**src/common/pcf_pkg.sv**
```systemverilog
// constants for the ptp capture filter and lock block
package pcf_pkg;

	// register word addresses (byte offsets, one aligned word each)
	localparam logic [7:0] PCF_OFS_CFG      = 8'h00;
	localparam logic [7:0] PCF_OFS_AUX_HI   = 8'h04;
	localparam logic [7:0] PCF_OFS_AUX_LO   = 8'h08;
	localparam logic [7:0] PCF_OFS_STS      = 8'h0C;
	localparam logic [7:0] PCF_OFS_RX_CLK   = 8'h10;
	localparam logic [7:0] PCF_OFS_RX_SID   = 8'h14;
	localparam logic [7:0] PCF_OFS_RX_SEQ   = 8'h18;
	localparam logic [7:0] PCF_OFS_TX_CLK   = 8'h1C;
	localparam logic [7:0] PCF_OFS_TX_SID   = 8'h20;
	localparam logic [7:0] PCF_OFS_TX_SEQ   = 8'h24;
	localparam logic [7:0] PCF_OFS_P9_CLK   = 8'h28;
	localparam logic [7:0] PCF_OFS_P8_CLK   = 8'h2C;

	// config register fields
	localparam int PCF_B_ALT1    = 13;
	localparam int PCF_B_ALT2    = 12;
	localparam int PCF_B_ALT3    = 11;
	localparam int PCF_B_USER    = 10;
	localparam int PCF_B_LOCK_RX = 9;
	localparam int PCF_B_LOCK_TX = 8;
	localparam int PCF_B_LOCK_P9 = 6;
	localparam int PCF_B_LOCK_P8 = 5;
	localparam int PCF_B_MODE_HI = 4;
	localparam int PCF_B_MODE_LO = 3;
	localparam logic [31:0] PCF_CFG_RST  = 32'h0000_0360;
	localparam logic [31:0] PCF_CFG_MASK = 32'h0000_3F78;

	// status register bits, write one to clear
	localparam int PCF_S_RX  = 0;
	localparam int PCF_S_TX  = 1;
	localparam int PCF_S_P9  = 2;
	localparam int PCF_S_P8  = 3;
	localparam int PCF_STS_W = 4;
	localparam logic [PCF_STS_W-1:0] PCF_STS_RST = 4'h0;

	// aux address high part width (upper 16 of the 48 bits)
	localparam int PCF_AUX_HI_W = 16;

	// fixed ptp destination addresses
	localparam logic [47:0] PCF_ADDR_PRI  = 48'h0100_5E00_0181;
	localparam logic [47:0] PCF_ADDR_ALT1 = 48'h0100_5E00_0182;
	localparam logic [47:0] PCF_ADDR_ALT2 = 48'h0100_5E00_0183;
	localparam logic [47:0] PCF_ADDR_ALT3 = 48'h0100_5E00_0184;

	// compare event output modes
	localparam logic [1:0] PCF_MODE_PULSE  = 2'h0;
	localparam logic [1:0] PCF_MODE_TOGGLE = 2'h1;
	localparam logic [1:0] PCF_MODE_TIMER  = 2'h2;

	// pulse timing
	localparam int PCF_CLK_PS    = 5000;
	localparam int PCF_PULSE_NS  = 100;
	localparam int PCF_PULSE_CYC =
		(PCF_PULSE_NS * 1000 + PCF_CLK_PS - 1) / PCF_CLK_PS;
	localparam int PCF_PCNT_W    = 8;

endpackage : pcf_pkg

```
**src/design/pcf_event_out.sv**
```systemverilog
// compare event output shaper for general purpose pin 9
`timescale 1ns/1ps
module pcf_event_out
	import pcf_pkg::*;
(
	// clock and reset
	input  wire logic       mclk_in,
	input  wire logic       sys_rst_in,
	// control
	input  wire logic [1:0] mode_in,
	input  wire logic       cmp_event_in,
	input  wire logic       timer_irq_sts_in,
	// pin drive
	output logic            evt_out
);

	typedef struct packed {
		logic [PCF_PCNT_W-1:0] cnt;
		logic                  tog;
		logic                  out;
	} pcf_evt_state_t;

	pcf_evt_state_t st_r;
	pcf_evt_state_t st_nxt;

	// mode decides how the compare event shows on the pin
	always_comb begin
		st_nxt = st_r;
		if (cmp_event_in) begin
			st_nxt.tog = ~st_r.tog;
		end
		if (cmp_event_in) begin
			st_nxt.cnt = PCF_PCNT_W'(PCF_PULSE_CYC);
		end else if (st_r.cnt != '0) begin
			st_nxt.cnt = st_r.cnt - 1'b1;
		end
		case (mode_in)
			PCF_MODE_PULSE:  st_nxt.out = (st_nxt.cnt != '0);
			PCF_MODE_TOGGLE: st_nxt.out = st_nxt.tog;
			PCF_MODE_TIMER:  st_nxt.out = timer_irq_sts_in;
			default:         st_nxt.out = 1'b0; // reserved: held low
		endcase
	end

	// state register
	always_ff @(posedge mclk_in) begin
		if (sys_rst_in) begin
			st_r <= '0;
		end else begin
			st_r <= st_nxt;
		end
	end

	assign evt_out = st_r.out;

endmodule : pcf_event_out

```
**src/design/pcf_capture_lock.sv**
```systemverilog
// ptp destination filter, capture locks and pin 9 event mode
//
// Local design decisions: the plain strobed port and the placing of the registers.
`timescale 1ns/1ps
// Notes on behaviour
// - alt enable 1 at bit 13 matches 01:00:5E:00:01:82; reset 0
// - alt enable 2 at bit 12 matches 01:00:5E:00:01:83; reset 0
// - alt enable 3 at bit 11 matches 01:00:5E:00:01:84; reset 0
// - user enable at bit 10 matches the auxiliary address; reset 0
// - rx lock at bit 9 keeps rx capture while rx flag pending; reset 1
// - tx lock at bit 8 keeps tx capture while tx flag pending; reset 1
// - frames from fabric are receive, toward fabric are transmit
// - pin 9 lock at bit 6 keeps pin 9 capture while flag set; reset 1
// - pin 8 lock at bit 5 keeps pin 8 capture while flag set; reset 1
// - bits 4:3 pick pin 9 compare event output; reset 00
// - 00 pulse 100ns, 01 toggle, 10 timer flag, 11 reserved
// - writing one clears a capture flag and so releases its lock
module pcf_capture_lock
	import pcf_pkg::*;
#(
	parameter int CLK_W = 32,
	parameter int SID_W = 32,
	parameter int SEQ_W = 16
) (
	// clock and reset
	input  wire logic             mclk_in,
	input  wire logic             sys_rst_in,
	// register port
	input  wire logic [7:0]       reg_addr_in,
	input  wire logic [31:0]      reg_wdata_in,
	input  wire logic             reg_wr_in,
	input  wire logic             reg_rd_in,
	output logic      [31:0]      reg_rdata_out,
	// host port frame events
	input  wire logic             frm_valid_in,
	input  wire logic             frm_from_fabric_in,
	input  wire logic [47:0]      frm_dest_addr_in,
	input  wire logic             frm_pri_en_in,
	input  wire logic             frm_capture_in,
	input  wire logic [SID_W-1:0] frm_source_identity_in,
	input  wire logic [SEQ_W-1:0] frm_seq_in,
	// time base and compare
	input  wire logic [CLK_W-1:0] ptp_clock_in,
	input  wire logic             cmp_event_in,
	input  wire logic             timer_irq_sts_in,
	// general purpose pins
	input  wire logic             pin8_in,
	input  wire logic             pin9_in,
	output logic                  pin9_evt_out,
	// status
	output logic                  host_ptp_match_out,
	output logic [PCF_STS_W-1:0]  capture_irq_sts_out
);

	typedef struct packed {
		logic [31:0]             cfg;
		logic [PCF_AUX_HI_W-1:0] aux_hi;
		logic [31:0]             aux_lo;
		logic [PCF_STS_W-1:0]    sts;
		logic [CLK_W-1:0]        rx_clk;
		logic [SID_W-1:0]        rx_sid;
		logic [SEQ_W-1:0]        rx_seq;
		logic [CLK_W-1:0]        tx_clk;
		logic [SID_W-1:0]        tx_sid;
		logic [SEQ_W-1:0]        tx_seq;
		logic [CLK_W-1:0]        p9_clk;
		logic [CLK_W-1:0]        p8_clk;
		logic                    p9_s1;
		logic                    p9_s2;
		logic                    p9_d;
		logic                    p8_s1;
		logic                    p8_s2;
		logic                    p8_d;
		logic                    match;
		logic [31:0]             rdata;
	} pcf_state_t;

	pcf_state_t st_r;
	pcf_state_t st_nxt;

	logic [47:0]          aux_addr;
	logic                 addr_hit;
	logic                 is_rx;
	logic                 is_tx;
	logic                 p9_edge;
	logic                 p8_edge;
	logic                 cap_rx;
	logic                 cap_tx;
	logic                 cap_p9;
	logic                 cap_p8;
	logic [PCF_STS_W-1:0] sts_set;
	logic [PCF_STS_W-1:0] sts_clr;
	logic                 wr_cfg;
	logic                 wr_sts;

	assign aux_addr = {st_r.aux_hi, st_r.aux_lo};

	// destination address filter for the host side port
	always_comb begin
		addr_hit = frm_pri_en_in && (frm_dest_addr_in == PCF_ADDR_PRI);
		if (st_r.cfg[PCF_B_ALT1] && frm_dest_addr_in == PCF_ADDR_ALT1) begin
			addr_hit = 1'b1;
		end
		if (st_r.cfg[PCF_B_ALT2] && frm_dest_addr_in == PCF_ADDR_ALT2) begin
			addr_hit = 1'b1;
		end
		if (st_r.cfg[PCF_B_ALT3] && frm_dest_addr_in == PCF_ADDR_ALT3) begin
			addr_hit = 1'b1;
		end
		if (st_r.cfg[PCF_B_USER] && frm_dest_addr_in == aux_addr) begin
			addr_hit = 1'b1;
		end
	end

	// direction seen from the host: out of the fabric is receive
	assign is_rx = frm_from_fabric_in;
	assign is_tx = ~frm_from_fabric_in;

	// edge detect reads only the second sync stage and its delay
	assign p9_edge = st_r.p9_s2 & ~st_r.p9_d;
	assign p8_edge = st_r.p8_s2 & ~st_r.p8_d;

	// captures allowed unless locked with a pending flag
	always_comb begin
		cap_rx = frm_valid_in && frm_capture_in && addr_hit && is_rx
			&& !(st_r.cfg[PCF_B_LOCK_RX] && st_r.sts[PCF_S_RX]);
		cap_tx = frm_valid_in && frm_capture_in && addr_hit && is_tx
			&& !(st_r.cfg[PCF_B_LOCK_TX] && st_r.sts[PCF_S_TX]);
		cap_p9 = p9_edge
			&& !(st_r.cfg[PCF_B_LOCK_P9] && st_r.sts[PCF_S_P9]);
		cap_p8 = p8_edge
			&& !(st_r.cfg[PCF_B_LOCK_P8] && st_r.sts[PCF_S_P8]);
	end

	// flag set terms; a locked capture still reasserts its flag
	always_comb begin
		sts_set = '0;
		sts_set[PCF_S_RX] = frm_valid_in && frm_capture_in && addr_hit
			&& is_rx;
		sts_set[PCF_S_TX] = frm_valid_in && frm_capture_in && addr_hit
			&& is_tx;
		sts_set[PCF_S_P9] = p9_edge;
		sts_set[PCF_S_P8] = p8_edge;
	end

	// register write decode
	assign wr_cfg  = reg_wr_in && (reg_addr_in == PCF_OFS_CFG);
	assign wr_sts  = reg_wr_in && (reg_addr_in == PCF_OFS_STS);
	assign sts_clr = wr_sts ? reg_wdata_in[PCF_STS_W-1:0] : '0;

	// next state
	always_comb begin
		st_nxt = st_r;
		// pin synchronisers
		st_nxt.p9_s1 = pin9_in;
		st_nxt.p9_s2 = st_r.p9_s1;
		st_nxt.p9_d  = st_r.p9_s2;
		st_nxt.p8_s1 = pin8_in;
		st_nxt.p8_s2 = st_r.p8_s1;
		st_nxt.p8_d  = st_r.p8_s2;
		st_nxt.match = frm_valid_in && addr_hit;
		// writable config bits only; bit 7 and others stay zero
		if (wr_cfg) begin
			st_nxt.cfg = reg_wdata_in & PCF_CFG_MASK;
		end
		if (reg_wr_in && reg_addr_in == PCF_OFS_AUX_HI) begin
			st_nxt.aux_hi = reg_wdata_in[PCF_AUX_HI_W-1:0];
		end
		if (reg_wr_in && reg_addr_in == PCF_OFS_AUX_LO) begin
			st_nxt.aux_lo = reg_wdata_in;
		end
		// write one clears, a same-cycle event wins
		st_nxt.sts = (st_r.sts & ~sts_clr) | sts_set;
		if (cap_rx) begin
			st_nxt.rx_clk = ptp_clock_in;
			st_nxt.rx_sid = frm_source_identity_in;
			st_nxt.rx_seq = frm_seq_in;
		end
		if (cap_tx) begin
			st_nxt.tx_clk = ptp_clock_in;
			st_nxt.tx_sid = frm_source_identity_in;
			st_nxt.tx_seq = frm_seq_in;
		end
		if (cap_p9) begin
			st_nxt.p9_clk = ptp_clock_in;
		end
		if (cap_p8) begin
			st_nxt.p8_clk = ptp_clock_in;
		end
		// read data stands one cycle after the strobe only
		st_nxt.rdata = '0;
		if (reg_rd_in) begin
			case (reg_addr_in)
				PCF_OFS_CFG:    st_nxt.rdata = st_r.cfg;
				PCF_OFS_AUX_HI: st_nxt.rdata = 32'(st_r.aux_hi);
				PCF_OFS_AUX_LO: st_nxt.rdata = st_r.aux_lo;
				PCF_OFS_STS:    st_nxt.rdata = 32'(st_r.sts);
				PCF_OFS_RX_CLK: st_nxt.rdata = 32'(st_r.rx_clk);
				PCF_OFS_RX_SID: st_nxt.rdata = 32'(st_r.rx_sid);
				PCF_OFS_RX_SEQ: st_nxt.rdata = 32'(st_r.rx_seq);
				PCF_OFS_TX_CLK: st_nxt.rdata = 32'(st_r.tx_clk);
				PCF_OFS_TX_SID: st_nxt.rdata = 32'(st_r.tx_sid);
				PCF_OFS_TX_SEQ: st_nxt.rdata = 32'(st_r.tx_seq);
				PCF_OFS_P9_CLK: st_nxt.rdata = 32'(st_r.p9_clk);
				PCF_OFS_P8_CLK: st_nxt.rdata = 32'(st_r.p8_clk);
				default:        st_nxt.rdata = '0; // unmapped reads zero
			endcase
		end
	end

	// state register; locks come up set
	always_ff @(posedge mclk_in) begin
		if (sys_rst_in) begin
			st_r     <= '0;
			st_r.cfg <= PCF_CFG_RST;
			st_r.sts <= PCF_STS_RST;
		end else begin
			st_r <= st_nxt;
		end
	end

	// pin 9 compare event output
	pcf_event_out u_evt (
		.mclk_in          (mclk_in),
		.sys_rst_in       (sys_rst_in),
		.mode_in          (st_r.cfg[PCF_B_MODE_HI:PCF_B_MODE_LO]),
		.cmp_event_in     (cmp_event_in),
		.timer_irq_sts_in (timer_irq_sts_in),
		.evt_out          (pin9_evt_out)
	);

	assign reg_rdata_out       = st_r.rdata;
	assign host_ptp_match_out  = st_r.match;
	assign capture_irq_sts_out = st_r.sts;

endmodule : pcf_capture_lock

```
**config.mk**
```make
export PLATFORM = sky130hd
export DESIGN_NAME = pcf_capture_lock
export DESIGN_NICKNAME = d
export VERILOG_FILES = /design/src/common/pcf_pkg.sv /design/src/design/pcf_event_out.sv /design/src/design/pcf_capture_lock.sv
export SDC_FILE = /design/constraint.sdc
export NUM_CORES = 1
export LEC_CHECK = 0
export ABC_AREA = 1
export BUFFER_PORTS_ARGS = -buffer_cell sky130_fd_sc_hd__clkbuf_2
export CAP_MARGIN = 20
export CORE_ASPECT_RATIO = 1.5
export CORE_UTILIZATION = 30
export CTS_CLUSTER_DIAMETER = 60
export DETAILED_ROUTE_END_ITERATION = 16
export PLACE_DENSITY = 0.54
export SLEW_MARGIN = 40
export SYNTH_ARGS = -nofsm -noshare
export SYNTH_HDL_FRONTEND = slang
export SYNTH_SLANG_ARGS = --single-unit
```
**constraint.sdc**
```tcl
create_clock -name mclk_in -period 5.1 [get_ports mclk_in]
set_clock_uncertainty 0.15 [all_clocks]
set_input_delay 0.765 -clock mclk_in [delete_from_list [all_inputs] [get_ports mclk_in]]
set_output_delay 0.765 -clock mclk_in [all_outputs]
set_load 0.01 [all_outputs]
```
Yosys cells after proc, flatten, opt, wreduce, memory -nomap -nowiden
Index checks and enable logic that the tools add are counted.
{ "op_classes": {"addsub": 1, "mul": 0, "n_div": 0, "magnitude_cmp": 0, "n_eq_ne": 18, "shift": 0, "mux": 10, "n_bitwise": 10, "reduce_logical": 31} }
{ "op_table": {"columns": ["op", "n"], "rows": [
  ["case mux 32 bit (12 select lines)", 1],
  ["equality test 48 x 41 -> 1 bit, second input constant", 4],
  ["equality test 48 bit", 1],
  ["equality test 8 x 5 -> 1 bit, second input constant", 4],
  ["equality test 8 x 6 -> 1 bit, second input constant", 4],
  ["logical AND 1 bit", 22],
  ["equality test 8 x 4 -> 1 bit, second input constant", 2],
  ["2-to-1 mux 8 bit", 2],
  ["nonzero test 8 bit", 2],
  ["equality test 8 x 3 -> 1 bit, second input constant", 1],
  ["logical NOT 8 bit", 1],
  ["subtractor 8 x 1 -> 8 bit, second input constant", 1],
  ["2-to-1 mux 1 bit", 5],
  ["inverter 1 bit", 5],
  ["bitwise AND 4 bit", 1],
  ["logical NOT 1 bit", 4],
  ["2-to-1 mux 4 bit", 1],
  ["inverter 4 bit", 1],
  ["OR 4 bit", 1],
  ["case mux 1 bit (3 select lines)", 1],
  ["bitwise AND 1 bit", 2],
  ["equality test 2 x 1 -> 1 bit, second input constant", 1],
  ["equality test 2 bit, second input constant", 1],
  ["logical NOT 2 bit", 1],
  ["OR reduction 2 bit", 1]
]} }
{ "word_totals": {"regBits": 335, "latchBits": 0, "ram_bits": 0, "romBits": 0, "in_bits": 180, "out_inout_bits": 38, "elab_cells": 93, "mem_count": 0} }

Longest topological paths before layout
Gate-level depths: netlist of the first run.
{ "logic_depth": {"ltp_word": 9, "ltp_mapped": 16, "ltp_nobuf": 14} }

Cells and area by module
From an unflattened synthesis of the first run, not the netlist that was laid out.
{ "unflattened": {"cells_unflattened": 2317, "hier_area_um2": 15282.2} }
{ "by_module_without_submodules": {"columns": ["module", "instances", "cells_each", "area_each_um2", "seq_area_each_um2"], "rows": [
  ["pcf_capture_lock", 1, 2220, 14675.3, 6506.2],
  ["pcf_event_out", 1, 97, 606.8, 200.2]
]} }

Worst setup path after synthesis of the first run
OpenSTA, ideal clock, no wires.
{ "synth_path": {"path_kind": "input-to-reg", "startpoint": "input port reg_addr_in[0]", "endpoint": "register st_r, in the netlist aux_addr[40]", "setup_ps": 116, "t_arrival_ps": 1998, "slack_ps": 2836, "stages": 9, "cell_sequence": "inv_1 > nand2_1 > nor3_1 > nand2_1 > nor2_1 > inv_2 > clkbuf_1 > nor2_1 > nor2_1"} }
{ "synth_via": {"elab_chain_cells": 2} }
{ "synth_lines": {"columns": ["element", "line_no", "text"], "rows": [
  ["start: declaration", "pcf_capture_lock.sv:29", "input wire logic [7:0] reg_addr_in,"],
  ["equality test 8 x 3 -> 1 bit", "pcf_capture_lock.sv:166", "if (reg_wr_in && reg_addr_in == PCF_OFS_AUX_HI) begin"],
  ["logical AND 1 bit", "pcf_capture_lock.sv:166", null],
  ["end signal: assignment", "pcf_capture_lock.sv:218", "st_r <= st_nxt;"],
  ["end: declaration", "pcf_capture_lock.sv:78", "pcf_state_t st_r;"]
]} }
No other way between the ends.
A chain may end at the register's enable or synchronous reset.

Final worst setup path of the first run
{ "layout_path": {"startpoint": "register st_r, in the netlist aux_addr[43]", "endpoint": "register st_r[254] (netlist name)"} }
{ "layout_via": {"elab_chain_cells": 6} }
{ "layout_lines": {"columns": ["element", "line_no", "text"], "rows": [
  ["equality test 48 bit", "pcf_capture_lock.sv:110", "if (st_r.cfg[PCF_B_USER] && frm_dest_addr_in == aux_addr) begin"],
  ["logical AND 1 bit", "pcf_capture_lock.sv:110", null],
  ["2-to-1 mux 1 bit", "pcf_capture_lock.sv:110", null],
  ["logical AND 1 bit (2 in a row)", "pcf_capture_lock.sv:125", "cap_rx = frm_valid_in && frm_capture_in && addr_hit && is_rx"],
  ["logical AND 1 bit", "pcf_capture_lock.sv:126", "&& !(st_r.cfg[PCF_B_LOCK_RX] && st_r.sts[PCF_S_RX]);"]
]} }
No other way between the ends.

==> results of run 1 <==
==> synth_stat cells (9+ instances only) <==
cell type	number	share of area, %
buf_4	36	1.8
o21ai_0	134	4.4
nor2_1	454	11
a31oi_1	13	0.54
inv_1	341	8.4
inv_2	11	0.27
a221oi_1	15	0.87
clkbuf_1	83	2.1
xnor2_1	9	0.52
o22ai_1	91	3.8
nand3_1	23	0.76
buf_2	20	0.66
a21oi_1	162	5.3
nand2_1	517	13
dfxtp_1	335	44
==> layout by cell type (no fill, tap or decap), types with 7 or more instances in the layout <==
| master | synthesis | layout |
|---|---|---|
| inv_2 | 11 | 11 |
| o2111ai_1 | 7 | 7 |
| clkinv_2 | 0 | 11 |
| nand3_1 | 23 | 23 |
| nand2_1 | 517 | 511 |
| xnor2_1 | 9 | 9 |
| o21ai_0 | 134 | 134 |
| nor2_1 | 454 | 454 |
| clkbuf_16 | 0 | 39 |
| a31oi_1 | 13 | 13 |
| dfxtp_1 | 335 | 335 |
| inv_1 | 341 | 340 |
| a221oi_1 | 15 | 15 |
| a21oi_1 | 162 | 162 |
| buf_4 | 36 | 14 |
| nor3_1 | 7 | 7 |
| clkbuf_2 | 0 | 217 |
| o22ai_1 | 91 | 91 |
==> where the power goes <==
group          internal (W)  switching (W)
Sequential          0.00266      0.0000176
Combinational      0.000122       0.000241
Clock               0.00152        0.00112
==> layer usage <==
metal,vias to the layer above,share of wire (%),track usage [%]
met4,4,6.7,13.85
met3,122,4.1,2.901
li1,7327,-,-
met1,6651,37,23.05
met5,-,0.039,0
met2,371,52,40.34
==> cells by family after synthesis <==
kind of cell / Yosys count / share of synthesized area (%)
simple gates: 1015 / 25.79
buf+inv: 497 / 13.55
compound gates: 427 / 15.55
flops: 335 / 44.20
xor+xnor: 13 / 0.7503
fa+ha+maj: 2 / 0.1649
==> state kept, by name, indices dropped and copies added, names as in the netlist <==
signal and flops:
st_r 236, u_evt.evt_out 1, reg_rdata_out 32, host_ptp_match_out 1
st_nxt 4, aux_addr 48, u_evt.st_r 9, capture_irq_sts_out 4
==> final timing paths <==
kind / start / to / slack [ns] / depth (start not counted)
worst min register to register: st_nxt[34] / st_nxt[33] / 0.26 / 2
worst min-delay path: st_nxt[34] / st_nxt[33] / 0.26 / 2
worst max-delay path: aux_addr[43] / st_r[254] / 2.35 / 15
worst max register to register: aux_addr[43] / st_r[254] / 2.35 / 15
==> cell type report <==
type | instances | area share [%]
diodes | 1 | 0.01408
clock buffers | 50 | 6.007
clock inverters | 15 | 0.6197
inverters | 353 | 7.486
multi-input cells | 1457 | 36.26
flip-flops and latches | 335 | 37.75
well taps | 663 | 4.669
repair buffers | 235 | 7.197
==> worst max-delay path, delay by kind of cell, from the launching register on <==
kind,cells,cell delay (ns)
AND/OR/NAND/NOR,13,1.47
flip-flops,1,0.48
buffers and inverters,2,0.30
==> metrics by stage <==
stage / total power (W) / instances / cell area [µm²]
final: 0.005683 / 3109 / 17770
after global routing: 0.005874 / 3109 / 17770
after CTS: 0.005738 / 3108 / 17760
after detailed placement: 0.003094 / 3043 / 16580
after global placement: 0.003088 / 3042 / 16540
after floorplan: 0.002909 / 2289 / 15170
==> impl_results.md, run 1 <==
- Die Wd: about 190 µm
- Status: complete, no violations
- Post-synth ARST share: 0%
- Slew Viols, Final: 0
- Mapped Area: 0.01517 mm²
- PortBufs: between 200 and 250
- Setup ws final: 2.348 ns
- Mean Syn Cell Area: 6.629 µm²
- Power Density: 319.9 mW/mm²
- #FFs+latches synth: 335
- Die Y-Extent: 277.5 µm
- Rel. slew slack: 39.21%
- Via density: roughly 4.7
- # IOs: 218
- Hold Crit Class: reg -> reg
- Slew @ Worst Pin: roughly 0.91 ns
- Worst path slowest cell: dfxtp_1
- Fin util: 35.68%
- Die area: 0.05150 mm²
- Fmax: about 360 MHz
- Library cells used by synthesis: 33
- RSZ-0062 raised after global routing: no
- CTS Buf Count: 37
- Setup tns final: 0 ns
- MaxCap Viol Count: 0
- CTS tree: done
- Synth warn: 0
- GR Util All Layers: a little over a fifth
- Post-CTS setup buffers: 0
- Routed WL: about 57 mm
- DR pass1 iterations: 5
- GRT overflow: 0
- Multi-input gate area: 0.006442 mm²
- Sink Count: 335
- CP Data Arrival Time: 3.07 ns
- First-pass GRT wire length: 83.95 mm
- CTS H-tree depth: 2
- Vias in the first global route: approximately 14000
- Vias: 14480
- Drc violations: 0
- CP Max Fanout: 160
- VDD IR max: 0.1822 mV
- Initial core utilization: 30.47%
- Clock slew at reported path FFs: approximately 0.06 ns
- Area growth syn-to-layout: 17.08%
- Post_cts resized: 0
- Fin crit period: 2.752 ns
- Clock Tree Buf Depth: 3
- CP Launch Type: flip-flop
- Share of layout cells above drive strength 1: 12.92%
- Post-Synthesis Cells: 2289
- Period utilization: 53.96%
- Number of synthesized flops with an enable pin: 0
- Crit path kind: reg -> reg
- Setup slack at placement: 1.841 ns
- Ys flop type: dfxtp_1
- CP Capture Type: flip-flop
- Hold buffers post-CTS: 0
- Crit-path cells: inv_2 > nand2_1 > nand2_1 > nor2_1 > nand2_1 > nor2_1 > nand2_1 > nor2_1 > nand2_1 > nand2_2 > nand4_4 > buf_12 > nand2_1 > nand2_1 > nor2_1
- Post-Synthesis Net Count: 2471
- # rows: 100
- Post-DP HPWL: around 41 mm
- Pleak: 8.592 nW
- Gpl congestion: 0.9116
- Antenna viol nets, final: 0
- CP dominant cell by count: nand2_1
- Core area: approximately 0.05 mm²
- CP max stage delay: 0.48 ns
- Final Hold Vio Count: 0
- Min Hold Slack: 0.2553 ns
- Fillers: around 5500
- Register area: 0.006706 mm²
- Routed WL per cell: 18.24 µm
- Final setup vio count: 0
- WP data required: roughly 5.4 ns
- Antenna violations before repair: 3
- First DRT Iteration DRCs: 929
- Sequential share of the synthesized area: 44.20%
- Largest net degree at the start of global routing: 161
- Root buffer cell: clkbuf_16
- Worst-skew pair later-pin latency: 0.54 ns
- Fin nets: roughly 2600
No activity file was read; power rests on OpenSTA's default activity.
==> run 2, diff against run 1 <==
==> constraint.sdc (replaced) <==
create_clock -name mclk_in -period 2.8 [get_ports mclk_in]
set_clock_uncertainty 0.15 [all_clocks]
set_input_delay 0.42 -clock mclk_in [delete_from_list [all_inputs] [get_ports mclk_in]]
set_output_delay 0.42 -clock mclk_in [all_outputs]
set_load 0.01 [all_outputs]
==> impl_results.md, run 2 (synthesis gave the netlist of run 1 again) <==
- Status: complete, no violations
- Setup slack at placement: 0.03893 ns (-1.802 ns)
- Setup ws final: 0.2051 ns (-2.143 ns)
- Clock slew at reported path FFs: 0.06 ns (about the same)
- Flop pwr share: 45.5% (-1.6 points)
- # rows: 100 (unchanged)
- Die area: 0.05150 mm² (unchanged)
- Sink Count: 335 (unchanged)
- Antenna viol nets, final: 0 (unchanged)
- Largest register by flop count: st_r
- CP Launch Type: flip-flop
- GRT overflow: 0 (unchanged)
- Die Y-Extent: 277.5 µm (unchanged)
- Crit path kind: reg -> reg
- CTS Buf Count: 39 (+5.4%)
- Clock Tree Buf Depth: 3 (unchanged)
- CP Capture Type: flip-flop
- Rel. slew slack: 58.83% (+20 points)
- WP data required: 3.11 ns (-2.31 ns)
- Final setup vio count: 0 (unchanged)
- DR pass1 iterations: 4 (-1)
- Initial core utilization: 30.47% (unchanged)
- Die Wd: 185.6 µm (unchanged)
- Post-DP HPWL: 41.58 mm (+0.61%)
- # IOs: 218 (unchanged)
- Final Hold Vio Count: 0 (unchanged)
- Hold Crit Class: in -> reg
- Routed WL per cell: 17.58 µm (-3.6%)
- Worst reg-to-reg path cell count: 12 (-3)
- Setup tns final: 0 ns (unchanged)
- Slew Viols, Final: 0 (unchanged)
- Switch Pwr: 0.002639 W (+91%)
- Clock power share: 47.8% (+1.2 points)
- VDD IR max: 0.3686 mV (+100%)
- Vias: 14890 (+2.8%)
- Largest net degree at the start of global routing: 128 (-20%)
- RSZ-0062 raised after global routing: no
- Fin crit period: 2.595 ns (-0.1570 ns)
- Root buffer cell: clkbuf_16
- Worst-skew pair later-pin latency: 0.55 ns (about the same)
- WHS Path Cells: 3 (+1)
- Vias in the first global route: 14130 (+1.1%)
- Commonest cells after routing, fill and taps aside: nand2_1 (515), nor2_1 (454), inv_1 (340)
- Slew @ Worst Pin: 0.6175 ns (-0.2944 ns)
- CP Data Arrival Time: 2.91 ns (-0.16 ns)
- Gpl congestion: 0.9296 (+2.0%)
- Commonest non-fill, non-tap cell in the layout: nand2_1
- CTS tree: done
- Combinational power share: 6.7% (+0.3 points)
- Power Internal: 0.008078 W (+88%)
- Antenna violations before repair: 2 (-1)
- GR Util All Layers: 21.64% (-0.27 points)
- Area growth syn-to-layout: 23.70%
- MaxCap Viol Count: 0 (unchanged)
- CP Max Fanout: 12 (-93%)
- Pleak: 9.066 nW (+5.5%)
- Fin nets: 2691 (+3.5%)
- Fin util: 37.69% (+2.0 points)
- Core area: 0.04980 mm² (unchanged)
- Via density: 4.648 (-0.18%)
- CTS H-tree depth: 2 (unchanged)
- Period utilization: 92.67% (+39 points)
- Power Density: 570.9 mW/mm² (+78%)
- Sw frac: 24.62% (+0.29 points)
- Fmax: 385.4 MHz (+6.0%)
- PortBufs: 217 (unchanged)
- First-pass GRT wire length: 83.42 mm (-0.63%)
- Drc violations: 0 (unchanged)
- Share of layout cells above drive strength 1: 14.26% (+1.3 points)
- Routed WL: 56.30 mm (-0.74%)
- First DRT Iteration DRCs: 1061 (+14%)
- Max reg flops: 236 (unchanged)
run 2: cell type report:
type	count	area [µm²]
flip-flops and latches	335	6706
diodes	1	2.502
clock inverters	16	176.4
well taps	663	829.5
fillers	5468	31030
inverters	353	1330
multi-input cells	1457	6422
repair buffers	323	2197
clock buffers	55	1106
run 2: final timing paths:
check | slack (ns) | endpoint | start
setup / recovery | 0.21 | st_r[133] | aux_addr[44]
hold / removal | 0.01 | aux_addr[22] | reg_wdata_in[22]
setup reg to reg | 0.21 | st_r[133] | aux_addr[44]
hold reg to reg | 0.26 | st_nxt[36] | st_nxt[37]
run 2: power groups by stage:
stage          Combinational (W)  Sequential [W]  Clock (W)
6_report                0.000719         0.00487    0.00513
5_1_grt                 0.000790         0.00488    0.00543
4_1_cts                 0.000723         0.00487    0.00523
3_5_place_dp            0.000670         0.00498          0
3_3_place_gp            0.000666         0.00497          0
2_1_floorplan           0.000331         0.00497          0
run 2: critical path: stages, from the launching register on:
cell and delay (ns):
dfxtp_1 0.34, xnor2_1 0.27, nand2_1 0.09, nor2_1 0.28, nand3_1 0.14, nor2_1 0.12
nand2_1 0.07, nand2_2 0.15, nand4_4 0.34, buf_4 0.32, nand2_1 0.07, nand2_1 0.05
nor2_1 0.11
run 2: per-layer routing:
layer | vias up | track usage (%) | part of all wire, %
li1 | 7515 | - | -
met1 | 6888 | 23.60 | 38
met2 | 368 | 40.44 | 53
met3 | 113 | 2.744 | 4.3
met4 | 2 | 10.38 | 4.9
met5 | - | 0 | 0.030
run 2: per-stage QoR:
step	hold slack [ns]	power, W	area [µm²]	std cells
2_1_floorplan	0.2383	0.005299	15170	2289
3_3_place_gp	0.2439	0.005639	17070	3090
3_5_place_dp	0.2470	0.005646	17080	3090
4_1_cts	0.00009803	0.01083	18770	3202
5_1_grt	0.01169	0.01110	18770	3202
6_report	0.01332	0.01072	18770	3203
run 2: what timing repair did:
item	in CTS	in global routing
hold buffers	41	0
endpoints found under the hold margin	67	0
buffers inserted	0	0
endpoints found under the setup margin	0	0
gates resized for setup	0	0
